File: src/lisi_pkg.sv
// shared constants and types for the line interface status and interrupt block
package lisi_pkg;

  // register offsets on the 8-bit host port
  localparam logic [7:0] LISI_OFS_INFO = 8'h11; // line_info_realtime
  localparam logic [7:0] LISI_OFS_STATUS = 8'h16; // line_status_one
  localparam logic [7:0] LISI_OFS_MASK = 8'h17; // line_irq_mask_one

  // reset values
  localparam logic [7:0] LISI_INFO_RST = 8'h00;
  localparam logic [7:0] LISI_STATUS_RST = 8'h00;
  localparam logic [7:0] LISI_MASK_RST = 8'h00;
  localparam logic [7:0] LISI_UNMAPPED_RD = 8'h00;

  // receive level codes
  localparam logic [3:0] LISI_LVL_T1_LIMITED_MAX = 4'h5; // band ending at -15 dB
  localparam logic [3:0] LISI_LVL_E1_LIMITED_MAX = 4'hf; // no narrower span known for e1

  // pattern synchronizer figures
  localparam logic [5:0] LISI_SYNC_MATCH_LAST = 6'h1f; // 32nd matching bit
  localparam logic [5:0] LISI_SYNC_WIN_LAST = 6'h3f; // 64-bit error window
  localparam logic [2:0] LISI_SYNC_ERR_LAST = 3'h5; // sixth error drops sync

  // core clock and derived counts
  localparam int LISI_CLK_PERIOD_NS = 10;
  localparam int LISI_T1_CHAN_NS = 5181; // 8 bits at 1.544 MHz
  localparam int LISI_E1_CHAN_NS = 3906; // 8 bits at 2.048 MHz
  localparam logic [9:0] LISI_T1_CHAN_CYC = 10'(LISI_T1_CHAN_NS / LISI_CLK_PERIOD_NS);
  localparam logic [9:0] LISI_E1_CHAN_CYC = 10'(LISI_E1_CHAN_NS / LISI_CLK_PERIOD_NS);
  localparam int LISI_INPUT_BELOW_THRESHOLD_MS = 50;
  localparam logic [22:0] LISI_INPUT_BELOW_THRESHOLD_CYC = 23'(LISI_INPUT_BELOW_THRESHOLD_MS * 1000000 / LISI_CLK_PERIOD_NS);

  // timer intervals counted in receive bit ticks
  localparam int LISI_T1_RATE_HZ = 1544000;
  localparam int LISI_E1_RATE_HZ = 2048000;
  localparam logic [20:0] LISI_T1_LONG_TICKS = 21'(LISI_T1_RATE_HZ);
  localparam logic [20:0] LISI_T1_SHORT_TICKS = 21'(LISI_T1_RATE_HZ / 1000 * 42);
  localparam logic [20:0] LISI_E1_LONG_TICKS = 21'(LISI_E1_RATE_HZ);
  // multiply first: dividing first truncates 204.8 and would give a short interval
  localparam logic [20:0] LISI_E1_SHORT_TICKS = 21'(LISI_E1_RATE_HZ * 625 / 10000);

  // line_status_one and line_irq_mask_one layout, msb first
  typedef struct packed {
    logic input_below_threshold;
    logic timer_event;
    logic signaling_change_event;
    logic jitter_fifo_near_limit;
    logic rx_carrier_lost;
    logic tx_current_limit_hit;
    logic tx_open_circuit;
    logic tx_clock_lost;
  } lisi_status_t;

  // line_info_realtime layout, msb first
  typedef struct packed {
    logic pattern_sync_live;
    logic bitcode_seen;
    logic tx_current_limit_hit;
    logic tx_open_circuit;
    logic [3:0] rx_level_code;
  } lisi_info_t;

  // static configuration from the control registers elsewhere
  typedef struct packed {
    logic eq_gain_limit;
    logic line_standard_select; // 0 = t1, 1 = e1
    logic counter_interval_select; // 0 = 1 s, 1 = short interval
    logic [3:0] level_threshold;
  } lisi_cfg_t;

  typedef enum logic [1:0] {
    LISI_HUNT = 2'b00,
    LISI_SYNC = 2'b01
  } lisi_sync_t;

endpackage : lisi_pkg

File: src/lisi_top.sv
// line interface status, real-time information and interrupt mask logic
`timescale 1ns/1ps
module lisi_top
  import lisi_pkg::*;
#(
  parameter logic [22:0] INPUT_BELOW_THRESHOLD_CYC = LISI_INPUT_BELOW_THRESHOLD_CYC,
  parameter logic [20:0] T1_LONG_TICKS = LISI_T1_LONG_TICKS,
  parameter logic [20:0] T1_SHORT_TICKS = LISI_T1_SHORT_TICKS,
  parameter logic [20:0] E1_LONG_TICKS = LISI_E1_LONG_TICKS,
  parameter logic [20:0] E1_SHORT_TICKS = LISI_E1_SHORT_TICKS
)
(
  input wire logic core_clk_i, // 100 MHz core clock
  input wire logic rst_n_i, // async reset, active low
  input wire logic [7:0] addr_i, // host register address
  input wire logic rd_i, // host read strobe, one cycle
  input wire logic wr_i, // host write strobe, one cycle
  input wire logic [7:0] wdata_i, // host write data
  output logic [7:0] rdata_o, // host read data, held until next read
  output logic int_n_o, // interrupt, active low
  input wire lisi_cfg_t cfg_i, // line configuration
  input wire logic [3:0] rx_level_raw_i, // detector level code, full span
  input wire logic tx_open_circuit_i, // transmit outputs open
  input wire logic tx_current_limit_hit_i, // current limiter active
  input wire logic bitcode_seen_i, // bit-code detector sees valid code
  input wire logic bert_bit_valid_i, // one received pattern bit
  input wire logic bert_bit_err_i, // that bit mismatched
  input wire logic liu_tx_clock_in_i, // transmit clock, sampled
  input wire logic rx_carrier_lost_i, // carrier loss detector
  input wire logic jitter_fifo_near_limit_i, // fifo within 4 bits of limit
  input wire logic rx_bit_tick_i, // one pulse per receive clock bit
  input wire logic [31:0] sig_change_i, // per-channel signaling change pulses
  input wire logic [31:0] sig_change_enable_i // per-channel change enables
);

  lisi_info_t info;
  lisi_status_t status;
  lisi_status_t next_status;
  lisi_status_t mask;
  lisi_status_t cond;
  lisi_status_t cond_q;
  lisi_status_t set_bits;
  lisi_sync_t sync_state;
  logic [5:0] match_cnt;
  logic [5:0] win_cnt;
  logic [2:0] err_cnt;
  logic [3:0] level_cap;
  logic [3:0] level_code;
  logic tclk_q;
  logic [9:0] tclk_cnt;
  logic [9:0] chan_cyc;
  logic tx_clock_lost;
  logic [20:0] tmr_cnt;
  logic [20:0] tmr_last;
  logic timer_hit;
  logic [22:0] input_below_threshold_cnt;
  logic input_below_threshold_cond;
  logic below_thr;
  logic rd_status;

  // level code is capped by the gain-limit span, so a weak t1 line reads as -15 dB
  always_comb
  begin
    level_cap = cfg_i.line_standard_select ? LISI_LVL_E1_LIMITED_MAX : LISI_LVL_T1_LIMITED_MAX;
    level_code = rx_level_raw_i;
    if (cfg_i.eq_gain_limit && (rx_level_raw_i > level_cap))
    begin
      level_code = level_cap;
    end
  end

  // real-time information byte, not latched
  always_ff @(posedge core_clk_i or negedge rst_n_i)
  begin
    if (!rst_n_i)
    begin
      info <= lisi_info_t'(LISI_INFO_RST);
    end
    else
    begin
      info.rx_level_code <= level_code;
      info.tx_open_circuit <= tx_open_circuit_i;
      info.tx_current_limit_hit <= tx_current_limit_hit_i;
      info.bitcode_seen <= bitcode_seen_i;
      info.pattern_sync_live <= (sync_state == LISI_SYNC);
    end
  end

  // pattern synchronizer: hunt for 32 clean bits, then watch 64-bit error windows
  always_ff @(posedge core_clk_i or negedge rst_n_i)
  begin
    if (!rst_n_i)
    begin
      sync_state <= LISI_HUNT;
      match_cnt <= 6'h00;
      win_cnt <= 6'h00;
      err_cnt <= 3'h0;
    end
    else if (bert_bit_valid_i)
    begin
      case (sync_state)
        LISI_HUNT:
        begin
          win_cnt <= 6'h00;
          err_cnt <= 3'h0;
          if (bert_bit_err_i)
          begin
            match_cnt <= 6'h00;
          end
          else if (match_cnt == LISI_SYNC_MATCH_LAST)
          begin
            match_cnt <= 6'h00;
            sync_state <= LISI_SYNC;
          end
          else
          begin
            match_cnt <= match_cnt + 6'h01;
          end
        end
        LISI_SYNC:
        begin
          win_cnt <= win_cnt + 6'h01;
          if (bert_bit_err_i && (err_cnt == LISI_SYNC_ERR_LAST))
          begin
            sync_state <= LISI_HUNT;
          end
          else if (win_cnt == LISI_SYNC_WIN_LAST)
          begin
            // the last bit of a window still counts, as the first of the next
            err_cnt <= {2'b00, bert_bit_err_i};
          end
          else
          begin
            err_cnt <= err_cnt + {2'b00, bert_bit_err_i};
          end
        end
        default:
        begin
          sync_state <= LISI_HUNT;
        end
      endcase
    end
  end

  // transmit clock watchdog; a channel time is eight line bits at the selected rate
  assign chan_cyc = cfg_i.line_standard_select ? LISI_E1_CHAN_CYC : LISI_T1_CHAN_CYC;
  always_ff @(posedge core_clk_i or negedge rst_n_i)
  begin
    if (!rst_n_i)
    begin
      tclk_q <= 1'b0;
      tclk_cnt <= 10'h000;
      tx_clock_lost <= 1'b0;
    end
    else
    begin
      tclk_q <= liu_tx_clock_in_i;
      if (tclk_q != liu_tx_clock_in_i)
      begin
        tclk_cnt <= 10'h000;
        tx_clock_lost <= 1'b0;
      end
      else if (tclk_cnt == chan_cyc - 10'h001)
      begin
        tx_clock_lost <= 1'b1;
      end
      else
      begin
        tclk_cnt <= tclk_cnt + 10'h001;
      end
    end
  end

  // error-counter interval timer, paced by receive bit ticks
  always_comb
  begin
    if (cfg_i.line_standard_select)
    begin
      tmr_last = cfg_i.counter_interval_select ? E1_SHORT_TICKS : E1_LONG_TICKS;
    end
    else
    begin
      tmr_last = cfg_i.counter_interval_select ? T1_SHORT_TICKS : T1_LONG_TICKS;
    end
  end
  assign timer_hit = rx_bit_tick_i && (tmr_cnt >= tmr_last - 21'h000001);

  always_ff @(posedge core_clk_i or negedge rst_n_i)
  begin
    if (!rst_n_i)
    begin
      tmr_cnt <= 21'h000000;
    end
    else if (timer_hit)
    begin
      tmr_cnt <= 21'h000000;
    end
    else if (rx_bit_tick_i)
    begin
      tmr_cnt <= tmr_cnt + 21'h000001;
    end
  end

  // under-threshold qualifier; a larger code is a weaker signal
  assign below_thr = level_code > cfg_i.level_threshold;
  always_ff @(posedge core_clk_i or negedge rst_n_i)
  begin
    if (!rst_n_i)
    begin
      input_below_threshold_cnt <= 23'h000000;
      input_below_threshold_cond <= 1'b0;
    end
    else if (!below_thr)
    begin
      input_below_threshold_cnt <= 23'h000000;
      input_below_threshold_cond <= 1'b0;
    end
    else if (input_below_threshold_cnt == INPUT_BELOW_THRESHOLD_CYC - 23'h000001)
    begin
      input_below_threshold_cond <= 1'b1;
    end
    else
    begin
      input_below_threshold_cnt <= input_below_threshold_cnt + 23'h000001;
    end
  end

  // condition levels feeding the double-interrupt bits
  always_comb
  begin
    cond = '0;
    cond.input_below_threshold = input_below_threshold_cond;
    cond.rx_carrier_lost = rx_carrier_lost_i;
    cond.tx_current_limit_hit = tx_current_limit_hit_i;
    cond.tx_open_circuit = tx_open_circuit_i;
    cond.tx_clock_lost = tx_clock_lost;
  end

  always_ff @(posedge core_clk_i or negedge rst_n_i)
  begin
    if (!rst_n_i)
    begin
      cond_q <= '0;
    end
    else
    begin
      cond_q <= cond;
    end
  end

  // sources that set latched bits; conditions on either edge, events once
  always_comb
  begin
    set_bits = cond ^ cond_q;
    set_bits.jitter_fifo_near_limit = jitter_fifo_near_limit_i;
    set_bits.signaling_change_event = |(sig_change_i & sig_change_enable_i);
    set_bits.timer_event = timer_hit;
  end

  // a read clears the status byte, but a set in the same cycle is kept
  assign rd_status = rd_i && (addr_i == LISI_OFS_STATUS);
  always_comb
  begin
    next_status = rd_status ? lisi_status_t'(LISI_STATUS_RST) : status;
    next_status = next_status | set_bits;
  end

  always_ff @(posedge core_clk_i or negedge rst_n_i)
  begin
    if (!rst_n_i)
    begin
      status <= lisi_status_t'(LISI_STATUS_RST);
    end
    else
    begin
      status <= next_status;
    end
  end

  // mask register, the only writable byte here
  always_ff @(posedge core_clk_i or negedge rst_n_i)
  begin
    if (!rst_n_i)
    begin
      mask <= lisi_status_t'(LISI_MASK_RST);
    end
    else if (wr_i && (addr_i == LISI_OFS_MASK))
    begin
      mask <= lisi_status_t'(wdata_i);
    end
  end

  // read data; registered so the port sees a stable byte after the strobe
  always_ff @(posedge core_clk_i or negedge rst_n_i)
  begin
    if (!rst_n_i)
    begin
      rdata_o <= LISI_UNMAPPED_RD;
    end
    else if (rd_i)
    begin
      case (addr_i)
        LISI_OFS_INFO: rdata_o <= info;
        LISI_OFS_STATUS: rdata_o <= status;
        LISI_OFS_MASK: rdata_o <= mask;
        default: rdata_o <= LISI_UNMAPPED_RD;
      endcase
    end
  end

  // interrupt pin from the latched, unmasked status
  always_ff @(posedge core_clk_i or negedge rst_n_i)
  begin
    if (!rst_n_i)
    begin
      int_n_o <= 1'b1;
    end
    else
    begin
      int_n_o <= ~|(next_status & mask);
    end
  end
endmodule : lisi_top

File: config.mk
export PLATFORM = sky130hd
export DESIGN_NAME = lisi_top
export DESIGN_NICKNAME = d
export VERILOG_FILES = /design/src/lisi_pkg.sv /design/src/lisi_top.sv
export SDC_FILE = /design/constraint.sdc
export NUM_CORES = 1
export LEC_CHECK = 0
export ABC_AREA = 1
export BUFFER_PORTS_ARGS = -buffer_cell sky130_fd_sc_hd__buf_2
export CORE_UTILIZATION = 57
export CTS_CLUSTER_DIAMETER = 120
export CTS_CLUSTER_SIZE = 20
export DETAILED_ROUTE_END_ITERATION = 10
export PLACE_DENSITY = 0.81
export SETUP_SLACK_MARGIN = 0.1
export SYNTH_ARGS = -nofsm -noshare
export SYNTH_HDL_FRONTEND = slang
export SYNTH_SLANG_ARGS = --single-unit
File: constraint.sdc
create_clock -name core_clk_i -period 3.51 [get_ports core_clk_i]
set_input_delay 0.702 -clock core_clk_i [delete_from_list [all_inputs] [get_ports core_clk_i]]
set_output_delay 0.702 -clock core_clk_i [all_outputs]
set_load 0.01 [all_outputs]
; ---- After elaboration in Yosys (flattened, before gate mapping)
; Index checks and enable logic that the tools add are counted.
[op_classes]
mux = 28
n_lt_le_gt_ge = 3
reduce_logical = 16
addsub = 8
eq_ne = 17
bitwise_logic = 4
[op_table]
columns = operator, n
row1 = 21-bit 2-to-1 mux, 5
row2 = 23-bit 2-to-1 mux, 2
row3 = 32-bit AND, 1
row4 = 32-bit OR reduction, 1
row5 = 10-bit 2-to-1 mux, 3
row6 = 8-bit by 5-bit == test with 1-bit output (second input constant), 3
row7 = 8-bit case mux with 3 select lines, 1
row8 = 23-bit by 1-bit adder with 23-bit output (second input constant), 1
row9 = 23-bit == test (second input constant), 1
row10 = 21-bit by 1-bit adder with 21-bit output (second input constant), 1
row11 = 21-bit >= comparator, 1
row12 = 21-bit by 1-bit subtractor with 21-bit output (second input constant), 1
row13 = 6-bit by 1-bit adder with 6-bit output (second input constant), 2
row14 = 6-bit 2-to-1 mux, 2
row15 = 6-bit case mux with 2 select lines, 1
row16 = 10-bit by 1-bit adder with 10-bit output (second input constant), 1
row17 = 10-bit == test, 1
row18 = 2-bit != test (second input constant), 5
row19 = 10-bit by 1-bit subtractor with 10-bit output (second input constant), 1
row20 = 8-bit AND, 1
row21 = 4-bit > comparator, 2
row22 = 4-bit 2-to-1 mux, 2
row23 = 8-bit 2-to-1 mux, 1
row24 = 8-bit bitwise OR, 1
row25 = 21 further kinds, 35
[totals]
register_bits = 110
out_inout_bits = 9
input_bits = 104

; ---- Logic depth before layout (Yosys ltp)
[logic_depth]
word_depth = 9
mapped_depth = 18
ltp_nobuf = 17

; ---- Least setup slack after synthesis
; OpenSTA, ideal clock, no wires.
[synth_path]
kind = input -> register
from = in cfg_i[5] in the netlist's numbering
to = reg input_below_threshold_cnt[21]
setup_ps = 137
path_slack_ps = 758
arrival_ps = 2615
path_buffers = 1
stages = 15
cell_sequence = inv_1 ha_1 nand3_1 nand2_1 nand3_1 inv_1 or2_2 ha_1 nand2_1 inv_1 o21ai_0 nand2_1 nand2_1 buf_1 nor3_1
[synth_via]
elab_chain_len = 6
[synth_lines]
columns = item, line_no
row1 = from (decl), lisi_top.sv:21  ; input wire lisi_cfg_t cfg_i,
row2 = 4-bit 2-to-1 mux (*), lisi_top.sv:64  ; level_cap = cfg_i.line_standard_select ? LISI_LVL_E1_LIMITED_MAX : LISI_LVL_T1_LIMITED_MAX;
row3 = 4-bit > comparator (*), lisi_top.sv:66  ; if (cfg_i.eq_gain_limit && (rx_level_raw_i > level_cap))
row4 = 1-bit logical AND (*), lisi_top.sv:66
row5 = 4-bit 2-to-1 mux (*), lisi_top.sv:66
row6 = named net level_code[2], lisi_top.sv:48  ; logic [3:0] level_code;
row7 = 4-bit > comparator (*), lisi_top.sv:205  ; assign below_thr = level_code > cfg_i.level_threshold;
row8 = 2-bit != test (no source line) or 23-bit 2-to-1 mux (tied branches), n/a
row9 = to (signal assigned), lisi_top.sv:224  ; input_below_threshold_cnt <= input_below_threshold_cnt + 23'h000001;
row10 = to (decl), lisi_top.sv:56  ; logic [22:0] input_below_threshold_cnt;
; Mark *: on every way through the listed nets, which the timed path passes. The rest lies on a longest branch.
; A chain may end at the register's enable or synchronous reset.

; ---- Final worst setup path
[layout_path]
from = in cfg_i[5] in the netlist's numbering
to = reg input_below_threshold_cnt[13]
; Same word-level chain as after synthesis.

==> impl_metrics.ini <==
[layout]
synthToLayoutAreaGrowth_pct = 15.2
drive_gt1_share_pct = 19.3
diodes = 0
post-route-util_pct = 67.3
finalNonFillerCells = 1067
fillers = 925
nNetsFinal = 1057
design_area_sq_um = 7260

[drt]
drc = 0
ant_nets = 0
drt-initial-drc-count = 345
drt-pass1-iter-count = 5
via_count = 5554
post_drt_via_cell_ratio = 5.21
routed_wl_mm = 13.8
wl_per_cell_um = 12.9

[job]
maxCapViolations = 0

[setup_path]
cp_cell_sequence = buf_2, inv_1, ha_1, nand3_1, nand2_1, nand3_1, inv_1, or2_2, ha_1, nand2_1, inv_1, o21ai_0, nand2_1, nand2_1, inv_1, o21ai_0, a21oi_1
crit_arrival_ns = 3.11
required_ns = 3.82
cp_slowest_stage_delay_ns = 0.33
slowest_stage = ha_1
worst-setup-path-type = in2reg
cp-start-kind = input port
path_max_fanout = 11
worstSetupEndpointType = flip-flop

[timing]
tns_ns = 0
grt_setup_unrepaired = no
setup_slack_ns = 0.710
finalSetupViolations = 0
min_period_over_period_pct = 79.8
clock_skew_ns = 0.0126
worst_pin_slew_ns = 0.698
fin_hold_ws_ns = 0.370
period_minus_slack_ns = 2.80
max-slew-margin-rel_pct = 53.5
fmax_ghz = 0.357
drv_slew = 0
finalHoldViolCount = 0

[floorplan]
die_w_um = 107
initial_core_util_pct = 58.4
die_h_um = 107
die-area_sq_um = 11500
pin_count = 113
rows = 38
core_area_sq_um = 10800

[power_and_ir_drop]
power_density_nw_per_um2 = 373
p_leak_nw = 3.81
ir_drop_mv = 0.324
total_power_mw = 2.71

[placed_design]
place_inst = 1051
place_area_sq_um = 7020
place.gp.congestion = 0.985
dp_slack_ns = 0.320
portBuffers = 112
dpl.hpwl_mm = 10.6

[synthesis]
synth.distinct_cells = 49
synthCells = 806
synth-edff-count = 0
syn_nets = 941
ys_top_cells_by_area = dfrtp_1 (43%), nand2_1 (13%), ha_1 (6.2%)
ys_ff_latch = 109
avgSynthCellArea_sq_um = 7.82
synth_area_leader_cell = dfrtp_1
synthArstFlopShare_pct = 100
synth_top_cell_area_share_pct = 42.9
ys_seq_area_share_pct = 43.3
synth_flop_cell = dfrtp_1
synth_warnings = 0
syn_area_sq_um = 6300

[clock_tree]
hold_buffers = 0
path_clk_slew_ns = 0.10
clock_latency_ns = 0.38
clock-root-buffer = clkbuf_8
cts_sinks = 109
cts_resized = 0
cts_buffer_depth = 2
h-tree-depth = 3
post-cts-setup-buffers = 0
cts_tree = yes
cts_buffers = 9

[global_route]
first_global_vias = 5295
grt_pass1_wl_mm = 23.5
grt_overflow = 0
antenna_found_initial = 0
track_usage_pct = 25.9
grt_max_degree = 57

[outcome]
outcome = complete, no violations

[hold_path]
hold_class = in2async
final timing paths:
path                            depth (start not counted)                       endpoint  slack (ns)                       start
worst max-delay path                                   17  input_below_threshold_cnt[13]        0.71                    cfg_i[5]
worst min-delay path                                    1                     rdata_o[5]        0.37                     rst_n_i
worst max register to register                         10                    tmr_cnt[15]        1.54                 tmr_cnt[20]
worst min register to register                          0                      cond_q[7]        0.43  input_below_threshold_cond
max in group asynchronous                               2                    tclk_cnt[7]        2.41                     rst_n_i
min in group core_clk_i                                 0                      cond_q[7]        0.43  input_below_threshold_cond
power breakdown:
group	leakage, nW	switching (mW)	total, mW	internal (mW)
clock	0.121	0.416	0.909	0.493
sequential	1.42	0.0848	1.41	1.33
combinational	2.27	0.228	0.383	0.155
critical path, delay by kind of cell:
| kind | cells | cell delay [ns] |
|---|---|---|
| fa+ha+maj | 2 | 0.61 |
| compound gates | 3 | 0.43 |
| simple gates | 7 | 0.71 |
| buf+inv | 5 | 0.66 |
cell usage in the layout (no fill, tap or decap), drive strengths merged, types with 31 or more instances in the layout:
| cell | count |
|---|---|
| nor2 | 97 |
| nand2 | 232 |
| ha | 31 |
| nand3 | 34 |
| o21ai | 32 |
| buf | 115 |
| nor3 | 34 |
| inv | 105 |
| dfrtp | 108 |
| a21oi | 39 |
layer usage:
metal	track usage, %	vias to the layer above	routed length, um
li1	-	2825	-
met1	33.1	2543	6220
met2	44.7	169	6560
met3	5.78	17	823
met4	6.56	0	159
met5	0	-	0
synth_stat cells (3+ instances only):
cell	count
inv_1	98
nand4_1	13
buf_2	3
a21oi_1	39
nor2_4	5
nand2_1	221
ha_1	31
inv_2	7
nand2_2	11
a31oi_1	8
xor2_1	14
nor2_1	86
xnor2_1	11
nor2_2	6
nor3_2	3
o21ai_0	31
dfrtp_1	108
nor3_4	3
nor3_1	28
nand3_1	32
clkbuf_1	3
nor4_1	6
area by class of cell:
class / instances / area, sq um / share of cell area [%]
Clock inverter: 4 / 95.1 / 1.31
Sequential cell: 109 / 2730 / 37.6
Inverter: 106 / 398 / 5.48
Timing Repair Buffer: 115 / 598 / 8.24
Tap cell: 140 / 175 / 2.41
Multi-Input combinational cell: 581 / 3120 / 43.0
Clock buffer: 12 / 145 / 2.00
cells by family after synthesis:
kind of cell    Yosys count  synth area share [%]
compound gates           94                  8.24
xor+xnor                 25                  3.47
other cells               1                0.0595
mux                       4                 0.833
buf+inv                 116                  7.20
simple gates            426                  30.8
flops                   109                  43.3
fa+ha+maj                31                  6.15
registers in the layout, summed over array words and instances, names as in the netlist:
register / cells
cond_q: 5
tclk_q: 1
status: 8
sync_state: 1
tmr_cnt: 21
mask: 8
tx_clock_lost: 1
info: 6
match_cnt: 6
tclk_cnt: 10
int_n_o: 1
input_below_threshold_cond: 1
rdata_o: 8
err_cnt: 3
input_below_threshold_cnt: 23
win_cnt: 6
Power figures use the tool's default switching activity.
